<file path="config.mk">
export PLATFORM = sky130hd
export DESIGN_NAME = dtx_exec
export DESIGN_NICKNAME = d
export VERILOG_FILES = /design/src/rtl/dtx_pkg.sv /design/src/rtl/dtx_ptr_unit.sv /design/src/rtl/dtx_exec.sv
export SDC_FILE = /design/constraint.sdc
export NUM_CORES = 1
export LEC_CHECK = 0
export ABC_AREA = 1
export ABC_CLOCK_PERIOD_IN_PS = 1800
export BUFFER_PORTS_ARGS = -buffer_cell sky130_fd_sc_hd__buf_2
export CAP_MARGIN = 15
export CORE_MARGIN = 1
export CORE_UTILIZATION = 35
export CTS_CLUSTER_SIZE = 8
export DETAILED_ROUTE_END_ITERATION = 6
export MAX_ROUTING_LAYER = met4
export PLACE_DENSITY = 0.7
export SLEW_MARGIN = 40
export SYNTH_ARGS = -nofsm -noshare
export SYNTH_HDL_FRONTEND = slang
export SYNTH_SLANG_ARGS = --single-unit
</file>
<file path="constraint.sdc">
create_clock -name clk -period 1.8 [get_ports clk]
set_input_delay 0.09 -clock clk [delete_from_list [all_inputs] [get_ports clk]]
set_output_delay 0.09 -clock clk [all_outputs]
set_load 0.02 [all_outputs]
</file>
<file path="src/rtl/dtx_pkg.sv">
// package: opcode classes, pointer selects and cycle counts for the transfer executor
package dtx_pkg;
    typedef enum logic [4:0] {
        DTX_OP_NOP,
        DTX_OP_COPY_REGISTER,
        DTX_OP_COPY_REGISTER_PAIR,
        DTX_OP_LOAD_IMMEDIATE,
        DTX_OP_IO_IN,
        DTX_OP_IO_OUT,
        DTX_OP_READ_VIA_POINTER,
        DTX_OP_READ_POINTER_OFFSET,
        DTX_OP_READ_ABSOLUTE_ADDRESS,
        DTX_OP_WRITE_VIA_POINTER,
        DTX_OP_WRITE_POINTER_OFFSET,
        DTX_OP_WRITE_ABSOLUTE_ADDRESS,
        DTX_OP_READ_PROGRAM_MEMORY,
        DTX_OP_PUSH,
        DTX_OP_POP,
        DTX_OP_SLEEP,
        DTX_OP_WATCHDOG_RESTART,
        DTX_OP_BREAK
    } dtx_op_t;

    typedef enum logic [1:0] {
        DTX_PTR_X,
        DTX_PTR_Y,
        DTX_PTR_Z
    } dtx_ptr_t;

    typedef enum logic [1:0] {
        DTX_ADJ_NONE,
        DTX_ADJ_POST_INC,
        DTX_ADJ_PRE_DEC
    } dtx_adj_t;

    localparam int DTX_ADDR_W = 16;
    localparam logic [4:0] DTX_R0 = 5'h00;
    localparam logic [15:0] DTX_ONE16 = 16'h0001;
    localparam logic [15:0] DTX_SP_RESET = 16'h01ff;
    localparam logic [1:0] DTX_CYC_ONE = 2'h1;
    localparam logic [1:0] DTX_CYC_TWO = 2'h2;
    localparam logic [1:0] DTX_CYC_THREE = 2'h3;
endpackage : dtx_pkg

</file>
<file path="src/rtl/dtx_ptr_unit.sv">
// pointer update unit, shared by the load and store forms; the stack pointer is updated in the executor
`timescale 1ns/1ps
`default_nettype none
module dtx_ptr_unit (
    input wire logic [15:0] base,
    input wire dtx_pkg::dtx_adj_t adj,
    input wire logic [5:0] disp,
    output logic [15:0] eff_addr,
    output logic [15:0] new_ptr
);
    always_comb begin
        case (adj)
            dtx_pkg::DTX_ADJ_POST_INC: begin
                eff_addr = base;
                new_ptr = base + dtx_pkg::DTX_ONE16;
            end
            dtx_pkg::DTX_ADJ_PRE_DEC: begin
                eff_addr = base - dtx_pkg::DTX_ONE16;
                new_ptr = base - dtx_pkg::DTX_ONE16;
            end
            default: begin
                eff_addr = base + {10'h000, disp};
                new_ptr = base;
            end
        endcase
    end
endmodule : dtx_ptr_unit
`default_nettype wire

</file>
<file path="src/rtl/dtx_exec.sv">
// executor for data-transfer and core-control instructions
// Summary of operation
// RULE1 - pointer load, optional post-increment, two cycles
// RULE2 - pre-decrement pointer, then load, two cycles
// RULE3 - load at Y/Z plus q, pointer kept
// RULE4 - load from absolute address k, two cycles
// RULE5 - pointer store, optional post-increment, two cycles
// RULE6 - pre-decrement pointer, then store, two cycles
// RULE7 - store at Y/Z plus q, pointer kept
// RULE8 - store to absolute address k, two cycles
// RULE9 - program read via Z, default R0, three cycles
// RULE10 - push register onto stack, two cycles
// RULE11 - pop stack into register, two cycles
// RULE12 - sleep takes one cycle, enters selected mode when sleep_enable is set
// RULE13 - watchdog restart in one cycle
// RULE14 - break only signals debug, no timing
// RULE15 - simple moves one cycle, flags never change
`timescale 1ns/1ps
`default_nettype none
module dtx_exec (
    input wire logic clk,
    input wire logic rst_b,
    input wire logic issue,
    input wire dtx_pkg::dtx_op_t op,
    input wire dtx_pkg::dtx_ptr_t ptr_sel,
    input wire dtx_pkg::dtx_adj_t adj,
    input wire logic [4:0] rd,
    input wire logic [7:0] rr_val,
    input wire logic [7:0] rr_hi_val,
    input wire logic [7:0] imm8,
    input wire logic [5:0] disp,
    input wire logic [15:0] abs_addr,
    input wire logic use_r0,
    input wire logic [15:0] ptr_x,
    input wire logic [15:0] ptr_y,
    input wire logic [15:0] ptr_z,
    input wire logic [7:0] dmem_rdata,
    input wire logic [7:0] pmem_rdata,
    input wire logic [7:0] io_rdata,
    input wire logic [2:0] sleep_mode,
    input wire logic sleep_enable,
    output logic busy,
    output logic done,
    output logic dmem_re,
    output logic dmem_we,
    output logic [15:0] dmem_addr,
    output logic [7:0] dmem_wdata,
    output logic pmem_re,
    output logic [15:0] pmem_addr,
    output logic io_re,
    output logic io_we,
    output logic [7:0] io_wdata,
    output logic rf_we,
    output logic rf_we_pair,
    output logic [4:0] rf_waddr,
    output logic [7:0] rf_wdata,
    output logic [7:0] rf_wdata_hi,
    output logic ptr_we,
    output dtx_pkg::dtx_ptr_t ptr_wsel,
    output logic [15:0] ptr_wdata,
    output logic [15:0] sp,
    output logic flags_we,
    output logic sleep_req,
    output logic [2:0] sleep_mode_out,
    output logic wdt_restart,
    output logic debug_break
);
    typedef enum logic [1:0] {DTX_IDLE, DTX_EXEC, DTX_FINISH} dtx_state_t;

    dtx_state_t st_q, st_d;
    logic [15:0] base_q, base_d;
    dtx_pkg::dtx_adj_t adj_q, adj_d;
    dtx_pkg::dtx_op_t op_q, op_d;
    logic [4:0] rd_q, rd_d;
    logic [15:0] sp_q, sp_d;
    logic [15:0] base, eff, newp;
    logic busy_q, busy_d, done_q, done_d;
    logic dre_q, dre_d, dwe_q, dwe_d, pre_q, pre_d, iore_q, iore_d, iowe_q, iowe_d;
    logic [15:0] daddr_q, daddr_d, paddr_q, paddr_d;
    logic [7:0] dwd_q, dwd_d, iowd_q, iowd_d;
    logic rfwe_q, rfwe_d, rfpair_q, rfpair_d;
    logic [4:0] rfwa_q, rfwa_d;
    logic [7:0] rfwd_q, rfwd_d, rfwdh_q, rfwdh_d;
    logic pwe_q, pwe_d;
    dtx_pkg::dtx_ptr_t pws_q, pws_d;
    logic [15:0] pwd_q, pwd_d;
    logic slp_q, slp_d, wdt_q, wdt_d, brk_q, brk_d;
    logic [2:0] slpm_q, slpm_d;

    function automatic logic [15:0] sel_ptr(input dtx_pkg::dtx_ptr_t s, input logic [15:0] x,
                                            input logic [15:0] y, input logic [15:0] z);
        case (s)
            dtx_pkg::DTX_PTR_X: sel_ptr = x;
            dtx_pkg::DTX_PTR_Y: sel_ptr = y;
            default: sel_ptr = z;
        endcase
    endfunction : sel_ptr

    assign base = sel_ptr(ptr_sel, ptr_x, ptr_y, ptr_z);

    dtx_ptr_unit u_ptr (
        .base(base),
        .adj(adj),
        .disp((op == dtx_pkg::DTX_OP_READ_POINTER_OFFSET ||
               op == dtx_pkg::DTX_OP_WRITE_POINTER_OFFSET) ? disp : 6'h00),
        .eff_addr(eff),
        .new_ptr(newp)
    );

    always_comb begin
        st_d = st_q;
        base_d = base_q;
        adj_d = adj_q;
        op_d = op_q;
        rd_d = rd_q;
        sp_d = sp_q;
        busy_d = busy_q;
        done_d = 1'b0;
        dre_d = 1'b0;
        dwe_d = 1'b0;
        pre_d = 1'b0;
        iore_d = 1'b0;
        iowe_d = 1'b0;
        daddr_d = daddr_q;
        paddr_d = paddr_q;
        dwd_d = dwd_q;
        iowd_d = iowd_q;
        rfwe_d = 1'b0;
        rfpair_d = 1'b0;
        rfwa_d = rfwa_q;
        rfwd_d = rfwd_q;
        rfwdh_d = rfwdh_q;
        pwe_d = 1'b0;
        pws_d = pws_q;
        pwd_d = pwd_q;
        slp_d = 1'b0;
        wdt_d = 1'b0;
        brk_d = 1'b0;
        slpm_d = slpm_q;
        case (st_q)
            DTX_IDLE: begin
                if (issue) begin
                    op_d = op;
                    rd_d = rd;
                    rfwa_d = rd;
                    pws_d = ptr_sel;
                    base_d = base;
                    adj_d = adj;
                    pwd_d = newp;
                    case (op)
                        dtx_pkg::DTX_OP_NOP: done_d = 1'b1; // RULE15
                        dtx_pkg::DTX_OP_COPY_REGISTER: begin
                            rfwe_d = 1'b1; // RULE15
                            rfwd_d = rr_val;
                            done_d = 1'b1;
                        end
                        dtx_pkg::DTX_OP_COPY_REGISTER_PAIR: begin
                            rfwe_d = 1'b1; // RULE15
                            rfpair_d = 1'b1;
                            rfwd_d = rr_val;
                            rfwdh_d = rr_hi_val;
                            done_d = 1'b1;
                        end
                        dtx_pkg::DTX_OP_LOAD_IMMEDIATE: begin
                            rfwe_d = 1'b1; // RULE15
                            rfwd_d = imm8;
                            done_d = 1'b1;
                        end
                        dtx_pkg::DTX_OP_IO_IN: begin
                            rfwe_d = 1'b1; // RULE15
                            rfwd_d = io_rdata;
                            iore_d = 1'b1;
                            done_d = 1'b1;
                        end
                        dtx_pkg::DTX_OP_IO_OUT: begin
                            iowe_d = 1'b1; // RULE15
                            iowd_d = rr_val;
                            done_d = 1'b1;
                        end
                        dtx_pkg::DTX_OP_READ_VIA_POINTER,
                        dtx_pkg::DTX_OP_READ_POINTER_OFFSET: begin
                            dre_d = 1'b1; // RULE1 RULE2 RULE3
                            daddr_d = eff;
                            busy_d = 1'b1;
                            st_d = DTX_FINISH;
                        end
                        dtx_pkg::DTX_OP_READ_ABSOLUTE_ADDRESS: begin
                            dre_d = 1'b1; // RULE4
                            daddr_d = abs_addr;
                            busy_d = 1'b1;
                            st_d = DTX_FINISH;
                        end
                        dtx_pkg::DTX_OP_WRITE_VIA_POINTER,
                        dtx_pkg::DTX_OP_WRITE_POINTER_OFFSET: begin
                            dwe_d = 1'b1; // RULE5 RULE6 RULE7
                            daddr_d = eff;
                            dwd_d = rr_val;
                            busy_d = 1'b1;
                            st_d = DTX_FINISH;
                        end
                        dtx_pkg::DTX_OP_WRITE_ABSOLUTE_ADDRESS: begin
                            dwe_d = 1'b1; // RULE8
                            daddr_d = abs_addr;
                            dwd_d = rr_val;
                            busy_d = 1'b1;
                            st_d = DTX_FINISH;
                        end
                        dtx_pkg::DTX_OP_READ_PROGRAM_MEMORY: begin
                            pre_d = 1'b1; // RULE9
                            paddr_d = ptr_z;
                            pws_d = dtx_pkg::DTX_PTR_Z;
                            pwd_d = ptr_z + dtx_pkg::DTX_ONE16;
                            rd_d = use_r0 ? dtx_pkg::DTX_R0 : rd;
                            busy_d = 1'b1;
                            st_d = DTX_EXEC;
                        end
                        dtx_pkg::DTX_OP_PUSH: begin
                            dwe_d = 1'b1; // RULE10
                            daddr_d = sp_q;
                            dwd_d = rr_val;
                            sp_d = sp_q - dtx_pkg::DTX_ONE16;
                            busy_d = 1'b1;
                            st_d = DTX_FINISH;
                        end
                        dtx_pkg::DTX_OP_POP: begin
                            dre_d = 1'b1; // RULE11
                            daddr_d = sp_q + dtx_pkg::DTX_ONE16;
                            sp_d = sp_q + dtx_pkg::DTX_ONE16;
                            busy_d = 1'b1;
                            st_d = DTX_FINISH;
                        end
                        dtx_pkg::DTX_OP_SLEEP: begin
                            slp_d = sleep_enable; // RULE12
                            slpm_d = sleep_mode;
                            done_d = 1'b1;
                        end
                        dtx_pkg::DTX_OP_WATCHDOG_RESTART: begin
                            wdt_d = 1'b1; // RULE13
                            done_d = 1'b1;
                        end
                        dtx_pkg::DTX_OP_BREAK: brk_d = 1'b1; // RULE14
                        default: done_d = 1'b1;
                    endcase
                end
            end
            DTX_EXEC: begin
                st_d = DTX_FINISH; // RULE9
            end
            DTX_FINISH: begin
                busy_d = 1'b0;
                done_d = 1'b1;
                st_d = DTX_IDLE;
                case (op_q)
                    dtx_pkg::DTX_OP_READ_VIA_POINTER,
                    dtx_pkg::DTX_OP_READ_POINTER_OFFSET,
                    dtx_pkg::DTX_OP_READ_ABSOLUTE_ADDRESS,
                    dtx_pkg::DTX_OP_POP: begin
                        rfwe_d = 1'b1; // RULE1 RULE4 RULE11
                        rfwa_d = rd_q;
                        rfwd_d = dmem_rdata;
                        pwe_d = (op_q == dtx_pkg::DTX_OP_READ_VIA_POINTER) && (pwd_q != base_q);
                    end
                    dtx_pkg::DTX_OP_READ_PROGRAM_MEMORY: begin
                        rfwe_d = 1'b1; // RULE9
                        rfwa_d = rd_q;
                        rfwd_d = pmem_rdata;
                        pwe_d = adj_q == dtx_pkg::DTX_ADJ_POST_INC;
                    end
                    dtx_pkg::DTX_OP_WRITE_VIA_POINTER: pwe_d = pwd_q != base_q; // RULE5 RULE6
                    default: pwe_d = 1'b0; // RULE3 RULE7
                endcase
            end
            default: st_d = DTX_IDLE;
        endcase
    end

    always_ff @(posedge clk) begin
        if (!rst_b) begin
            st_q <= DTX_IDLE;
            op_q <= dtx_pkg::DTX_OP_NOP;
            rd_q <= 5'h00;
            sp_q <= dtx_pkg::DTX_SP_RESET;
            base_q <= 16'h0000;
            adj_q <= dtx_pkg::DTX_ADJ_NONE;
            busy_q <= 1'b0;
            done_q <= 1'b0;
            dre_q <= 1'b0;
            dwe_q <= 1'b0;
            pre_q <= 1'b0;
            iore_q <= 1'b0;
            iowe_q <= 1'b0;
            daddr_q <= 16'h0000;
            paddr_q <= 16'h0000;
            dwd_q <= 8'h00;
            iowd_q <= 8'h00;
            rfwe_q <= 1'b0;
            rfpair_q <= 1'b0;
            rfwa_q <= 5'h00;
            rfwd_q <= 8'h00;
            rfwdh_q <= 8'h00;
            pwe_q <= 1'b0;
            pws_q <= dtx_pkg::DTX_PTR_X;
            pwd_q <= 16'h0000;
            slp_q <= 1'b0;
            wdt_q <= 1'b0;
            brk_q <= 1'b0;
            slpm_q <= 3'h0;
        end else begin
            st_q <= st_d;
            op_q <= op_d;
            rd_q <= rd_d;
            sp_q <= sp_d;
            base_q <= base_d;
            adj_q <= adj_d;
            busy_q <= busy_d;
            done_q <= done_d;
            dre_q <= dre_d;
            dwe_q <= dwe_d;
            pre_q <= pre_d;
            iore_q <= iore_d;
            iowe_q <= iowe_d;
            daddr_q <= daddr_d;
            paddr_q <= paddr_d;
            dwd_q <= dwd_d;
            iowd_q <= iowd_d;
            rfwe_q <= rfwe_d;
            rfpair_q <= rfpair_d;
            rfwa_q <= rfwa_d;
            rfwd_q <= rfwd_d;
            rfwdh_q <= rfwdh_d;
            pwe_q <= pwe_d;
            pws_q <= pws_d;
            pwd_q <= pwd_d;
            slp_q <= slp_d;
            wdt_q <= wdt_d;
            brk_q <= brk_d;
            slpm_q <= slpm_d;
        end
    end

    assign busy = busy_q;
    assign done = done_q;
    assign dmem_re = dre_q;
    assign dmem_we = dwe_q;
    assign dmem_addr = daddr_q;
    assign dmem_wdata = dwd_q;
    assign pmem_re = pre_q;
    assign pmem_addr = paddr_q;
    assign io_re = iore_q;
    assign io_we = iowe_q;
    assign io_wdata = iowd_q;
    assign rf_we = rfwe_q;
    assign rf_we_pair = rfpair_q;
    assign rf_waddr = rfwa_q;
    assign rf_wdata = rfwd_q;
    assign rf_wdata_hi = rfwdh_q;
    assign ptr_we = pwe_q;
    assign ptr_wsel = pws_q;
    assign ptr_wdata = pwd_q;
    assign sp = sp_q;
    assign flags_we = 1'b0; // RULE15
    assign sleep_req = slp_q;
    assign sleep_mode_out = slpm_q;
    assign wdt_restart = wdt_q;
    assign debug_break = brk_q;

    property p_two_cycle_load;
        @(posedge clk) disable iff (!rst_b)
        (st_q == DTX_IDLE && issue && op == dtx_pkg::DTX_OP_READ_VIA_POINTER) |-> ##2 (done && rf_we);
    endproperty
    a_two_cycle_load: assert property (p_two_cycle_load) else $error("load not two cycles"); // RULE1

    property p_predec_addr;
        @(posedge clk) disable iff (!rst_b)
        (st_q == DTX_IDLE && issue && op == dtx_pkg::DTX_OP_READ_VIA_POINTER &&
         adj == dtx_pkg::DTX_ADJ_PRE_DEC) |=> (dmem_addr == $past(base) - dtx_pkg::DTX_ONE16);
    endproperty
    a_predec_addr: assert property (p_predec_addr) else $error("pre-decrement address wrong"); // RULE2

    property p_offset_keeps_ptr;
        @(posedge clk) disable iff (!rst_b)
        (st_q == DTX_IDLE && issue && op == dtx_pkg::DTX_OP_READ_POINTER_OFFSET) |-> ##2 !ptr_we;
    endproperty
    a_offset_keeps_ptr: assert property (p_offset_keeps_ptr) else $error("offset load moved ptr"); // RULE3

    property p_abs_store;
        @(posedge clk) disable iff (!rst_b)
        (st_q == DTX_IDLE && issue && op == dtx_pkg::DTX_OP_WRITE_ABSOLUTE_ADDRESS)
        |=> (dmem_we && dmem_addr == $past(abs_addr)) ##1 done;
    endproperty
    a_abs_store: assert property (p_abs_store) else $error("absolute store wrong"); // RULE8

    property p_pmem_three;
        @(posedge clk) disable iff (!rst_b)
        (st_q == DTX_IDLE && issue && op == dtx_pkg::DTX_OP_READ_PROGRAM_MEMORY)
        |-> ##1 !done ##1 !done ##1 (done && rf_we);
    endproperty
    a_pmem_three: assert property (p_pmem_three) else $error("program read not three cycles"); // RULE9

    property p_push_sp;
        @(posedge clk) disable iff (!rst_b)
        (st_q == DTX_IDLE && issue && op == dtx_pkg::DTX_OP_PUSH) |=> (sp == $past(sp) - 16'h0001);
    endproperty
    a_push_sp: assert property (p_push_sp) else $error("push did not move stack"); // RULE10

    property p_wdr_one;
        @(posedge clk) disable iff (!rst_b)
        (st_q == DTX_IDLE && issue && op == dtx_pkg::DTX_OP_WATCHDOG_RESTART) |=> (wdt_restart && done);
    endproperty
    a_wdr_one: assert property (p_wdr_one) else $error("watchdog restart late"); // RULE13

    property p_no_flags;
        @(posedge clk) disable iff (!rst_b)
        done |-> !flags_we;
    endproperty
    a_no_flags: assert property (p_no_flags) else $error("flags written"); // RULE15
endmodule : dtx_exec
`default_nettype wire

</file>
==> impl_results.md <==
* Status: finished with violations
* Failing checks: setup timing
* Horiz. Die Dim at 165 µm
* Layout cell share with drive strength beyond 1 at between 30% and 40%
* Peak VDD IR at 0.552 mV
* # rows at 59
* Final Hold Viols at 0
* Critical path's largest stage delay at 360 ps
* Largest net degree at the start of global routing at 95
* Number of I/O pins at 260
* First-pass GRT wire length at 57,900 µm
* Clock sinks at around 150
* Worst path bufs/invs at 2
* Grt total ovfl at 0
* Die height at 165 µm
* Sequential power share at 36.7%
* Power Total at 9.79 mW
* Clk Latency, worst-skew pair at 440 ps
* GRT Overall Usage at 28.3%
* Sw frac at 33.4%
* RSZ-0062 raised after global routing: true
* Core box area at 26,100 µm²
* Remaining DRCs at 0
* Avg Inst Size Synth at 6.57 µm²
* Worst-path clk slew at ~70 ps
* Sw Pwr at 3.27 mW
* Tcrit/Tclk final at 113%
* Lkg Pwr at 7.01 nW
* Clk pwr share at 37.3%
* Fin crit period at 2030 ps
* Fmax at 493 MHz
* Root buffer cell: clkbuf_16
* Worst-path fanout max at 2
* Post-synth top area share at 32.1%
* Hold Path Class: in2reg
* TritonCTS clock tree: yes
* Logic gate share of total power at 26.0%
* Final WS setup at -228 ps
* Crit end category: register
* Vias in the first global route at 11,372
* Detail Route Antenna Nets at 0
* Slew Viols, Final at 0
* Via/cell ratio at between 5 and 6
* Synth Net Count at ~1,600
* CP required at ~2200 ps
* Initial antenna violation count at 3
* Area growth syn-to-layout at 55.1%
* Min-Delay Path Depth at 3
* Worst clock skew at 13.6 ps
* CTS buffer count at 17
* Final hold slack at approximately 14 ps
* Synth top area cells: dfxtp_1 32%, nand2_1 10%, o21ai_0 9.1%, a21oi_1 7.2%, nand3_1 6.6%
* Most used DFF post-synth: dfxtp_1
* Crit Path Class: reg2reg
* FF+latch count, synth at 149
* Final #Nets at roughly 2,100
* Highest-delay cell along the critical path: dfxtp_4
* Crit path DAT at between 2000 and 2500 ps
* Mapped Area at approximately 9300 µm²
* HPWL after detailed placement at roughly 29,000 µm
* Crit path cell chain: ha_4 > nand2_2 > inv_2 > nand2_2 > nor2_2 > nand2_1 > nor2_2 > nand2_2 > nor2_4 > nand3_2 > buf_6 > o21ai_2 > o211ai_1 > nand3_1 > nor2_1 > a21oi_1
* Max cap viols at 0
* Drt pass-1 iters at 6
* Number of synthesized flops with an enable pin at 0
* Final Util at 55.3%
* Post-synth top area cell: dfxtp_1
* Post-DR wirelength/cell at 17.1 µm
* Internal power at 6.52 mW
* Number of library cell types mapped by synthesis at 58
* CP top delay family: simple AND/OR/NAND/NOR gates
* Synth Warn # at 0
* CP most frequent cell: nand2_2
* I/O Buffers at 258
* Setup_tns at -2300 ps
* Tightest Pin Transition at 705 ps
* Register area share after synthesis at 32.1%
* Setup crit start kind: register
* H-tree Lvls at 4
* CTS max path bufs at 2
* Cells on worst reg2reg path at 16
* Crit. path cell count at 16
* Final setup violation count at 14
* Pwr dens at approximately 680 nW/µm²
* Rel. slew slack at 53.0%
* Most frequent cells in the layout: 256 x buf_2, 239 x buf_4, 232 x nand2_1, 153 x o21ai_0, 144 x dfxtp_1
* Asr flop ratio synth at 0%
* Starting density of the core at 35.7%
* RD Place Congestion at 0.991
* Final wirelength at 39,100 µm
* Initial DRC Count at 944
* Die outline area at 27,200 µm²
* Synthesized instance count at 1,415
* Most common cell after layout, fill and taps aside: buf_2
* Vias at 12,195
-- routing by layer --
metal | GRT usage, % | vias to the layer above | routed length, µm
li1 | - | 5872 | -
met1 | 32.8 | 5695 | 15800
met2 | 48.8 | 518 | 19400
met3 | 4.14 | 110 | 2530
met4 | 11.5 | 0 | 1450
met5 | - | - | 0
-- final cells by class --
class | instances | area [µm²]
timing repair buffer | 562 | 3870
inverter | 141 | 552
fill | 2453 | 11600
timing repair inverter | 1 | 5.00
antenna | 3 | 7.51
sequential | 149 | 2990
clock buffer | 19 | 443
tap | 335 | 419
multi-input combinational | 1059 | 5990
clock inverter | 13 | 143
-- cell families (layout without fill, tap and decap cells) --
kind of cell	count (synthesis)	in the layout	synth area share, %
flip-flops	149	149	32.1
buffers and inverters	207	736	9.21
AO/OA/AOI/OAI	408	408	24.4
XOR/XNOR	22	22	2.07
adder cells (fa/ha/maj)	9	9	1.21
other	1	4	0.0403
multiplexers	6	6	0.646
AND/OR/NAND/NOR	613	613	30.3
-- path summary, 6_finish.rpt --
check	startpoint	endpoint	slack, ps
worst max-delay path	sp[0]$_SDFFE_PN1P_	dmem_addr[14]$_SDFFE_PN0P_	-230
worst min-delay path	abs_addr[1]	dmem_addr[1]$_SDFFE_PN0P_	10
worst max register to register	sp[0]$_SDFFE_PN1P_	dmem_addr[14]$_SDFFE_PN0P_	-230
worst min register to register	ptr_wsel[0]$_SDFFE_PN0P_	ptr_wsel[0]$_SDFFE_PN0P_	470
-- synthesized netlist by cell type (2+ instances only) --
cell / n
a21oi_1: 134
nand3_1: 123
dfxtp_1: 149
nand2_2: 18
o211ai_1: 20
xor2_1: 11
nor4_1: 3
o221ai_1: 3
a211oi_1: 9
clkbuf_1: 36
o22ai_1: 7
o21ai_1: 13
clkinv_1: 3
a2111oi_0: 3
buf_6: 7
nand4_1: 12
mux2i_1: 6
nand3_2: 8
nand2_1: 248
nand3b_1: 2
xnor2_1: 11
buf_1: 4
nand2_4: 2
nor3_2: 5
nand3_4: 5
nor2_2: 13
a221oi_1: 10
inv_2: 10
o21ai_0: 169
a31oi_1: 23
buf_2: 17
a22oi_1: 2
nor3_1: 19
inv_1: 127
nor2_1: 147
ha_1: 9
nor2_4: 6
-- worst min-delay path, delay by kind of cell --
kind / cells / cell delay, ps
buffers and inverters: 1 / 100
AO/OA/AOI/OAI: 2 / 210
-- power groups by stage --
stage | sequential, mW | combinational (mW) | clock, mW
after floorplan | 3.77 | 1.09 | 0
after global placement | 3.65 | 2.26 | 0
after detailed placement | 3.66 | 2.29 | 0
after CTS | 3.58 | 2.41 | 3.68
after global routing | 3.61 | 2.75 | 3.82
final | 3.59 | 2.55 | 3.65
-- sequential cells by signal, indices dropped and copies added, names as in the netlist, 2 cells and up --
register        cells
rf_wdata            8
pmem_addr          16
dmem_addr          16
base_q             16
rf_wdata_hi         8
adj_q               2
sleep_mode_out      3
rd_q                5
sp                 16
dmem_wdata          8
ptr_wsel            2
rf_waddr            5
op_q                5
io_wdata            8
ptr_wdata          16
st_q                2
-- per-stage QoR --
stage / cells / cell area [µm²] / worst slack, ps
3_3_place_gp: 2180 / 12600 / -349
2_1_floorplan: 1415 / 9330 / -47.2
3_5_place_dp: 2180 / 12600 / -392
5_1_grt: 2282 / 14400 / -380
6_report: 2282 / 14400 / -228
4_1_cts: 2261 / 13800 / -269
-- timing repair --
action                                  4_1_cts  5_1_grt
hold buffers                                 40        1
pin swaps                                    24       40
hold endpoints to repair                     53        1
resized for setup                            49      113
endpoints found under the setup margin       27      111
buffers inserted                             11       18
gates cloned                                  0        2
No activity file was read; power rests on OpenSTA's default activity.
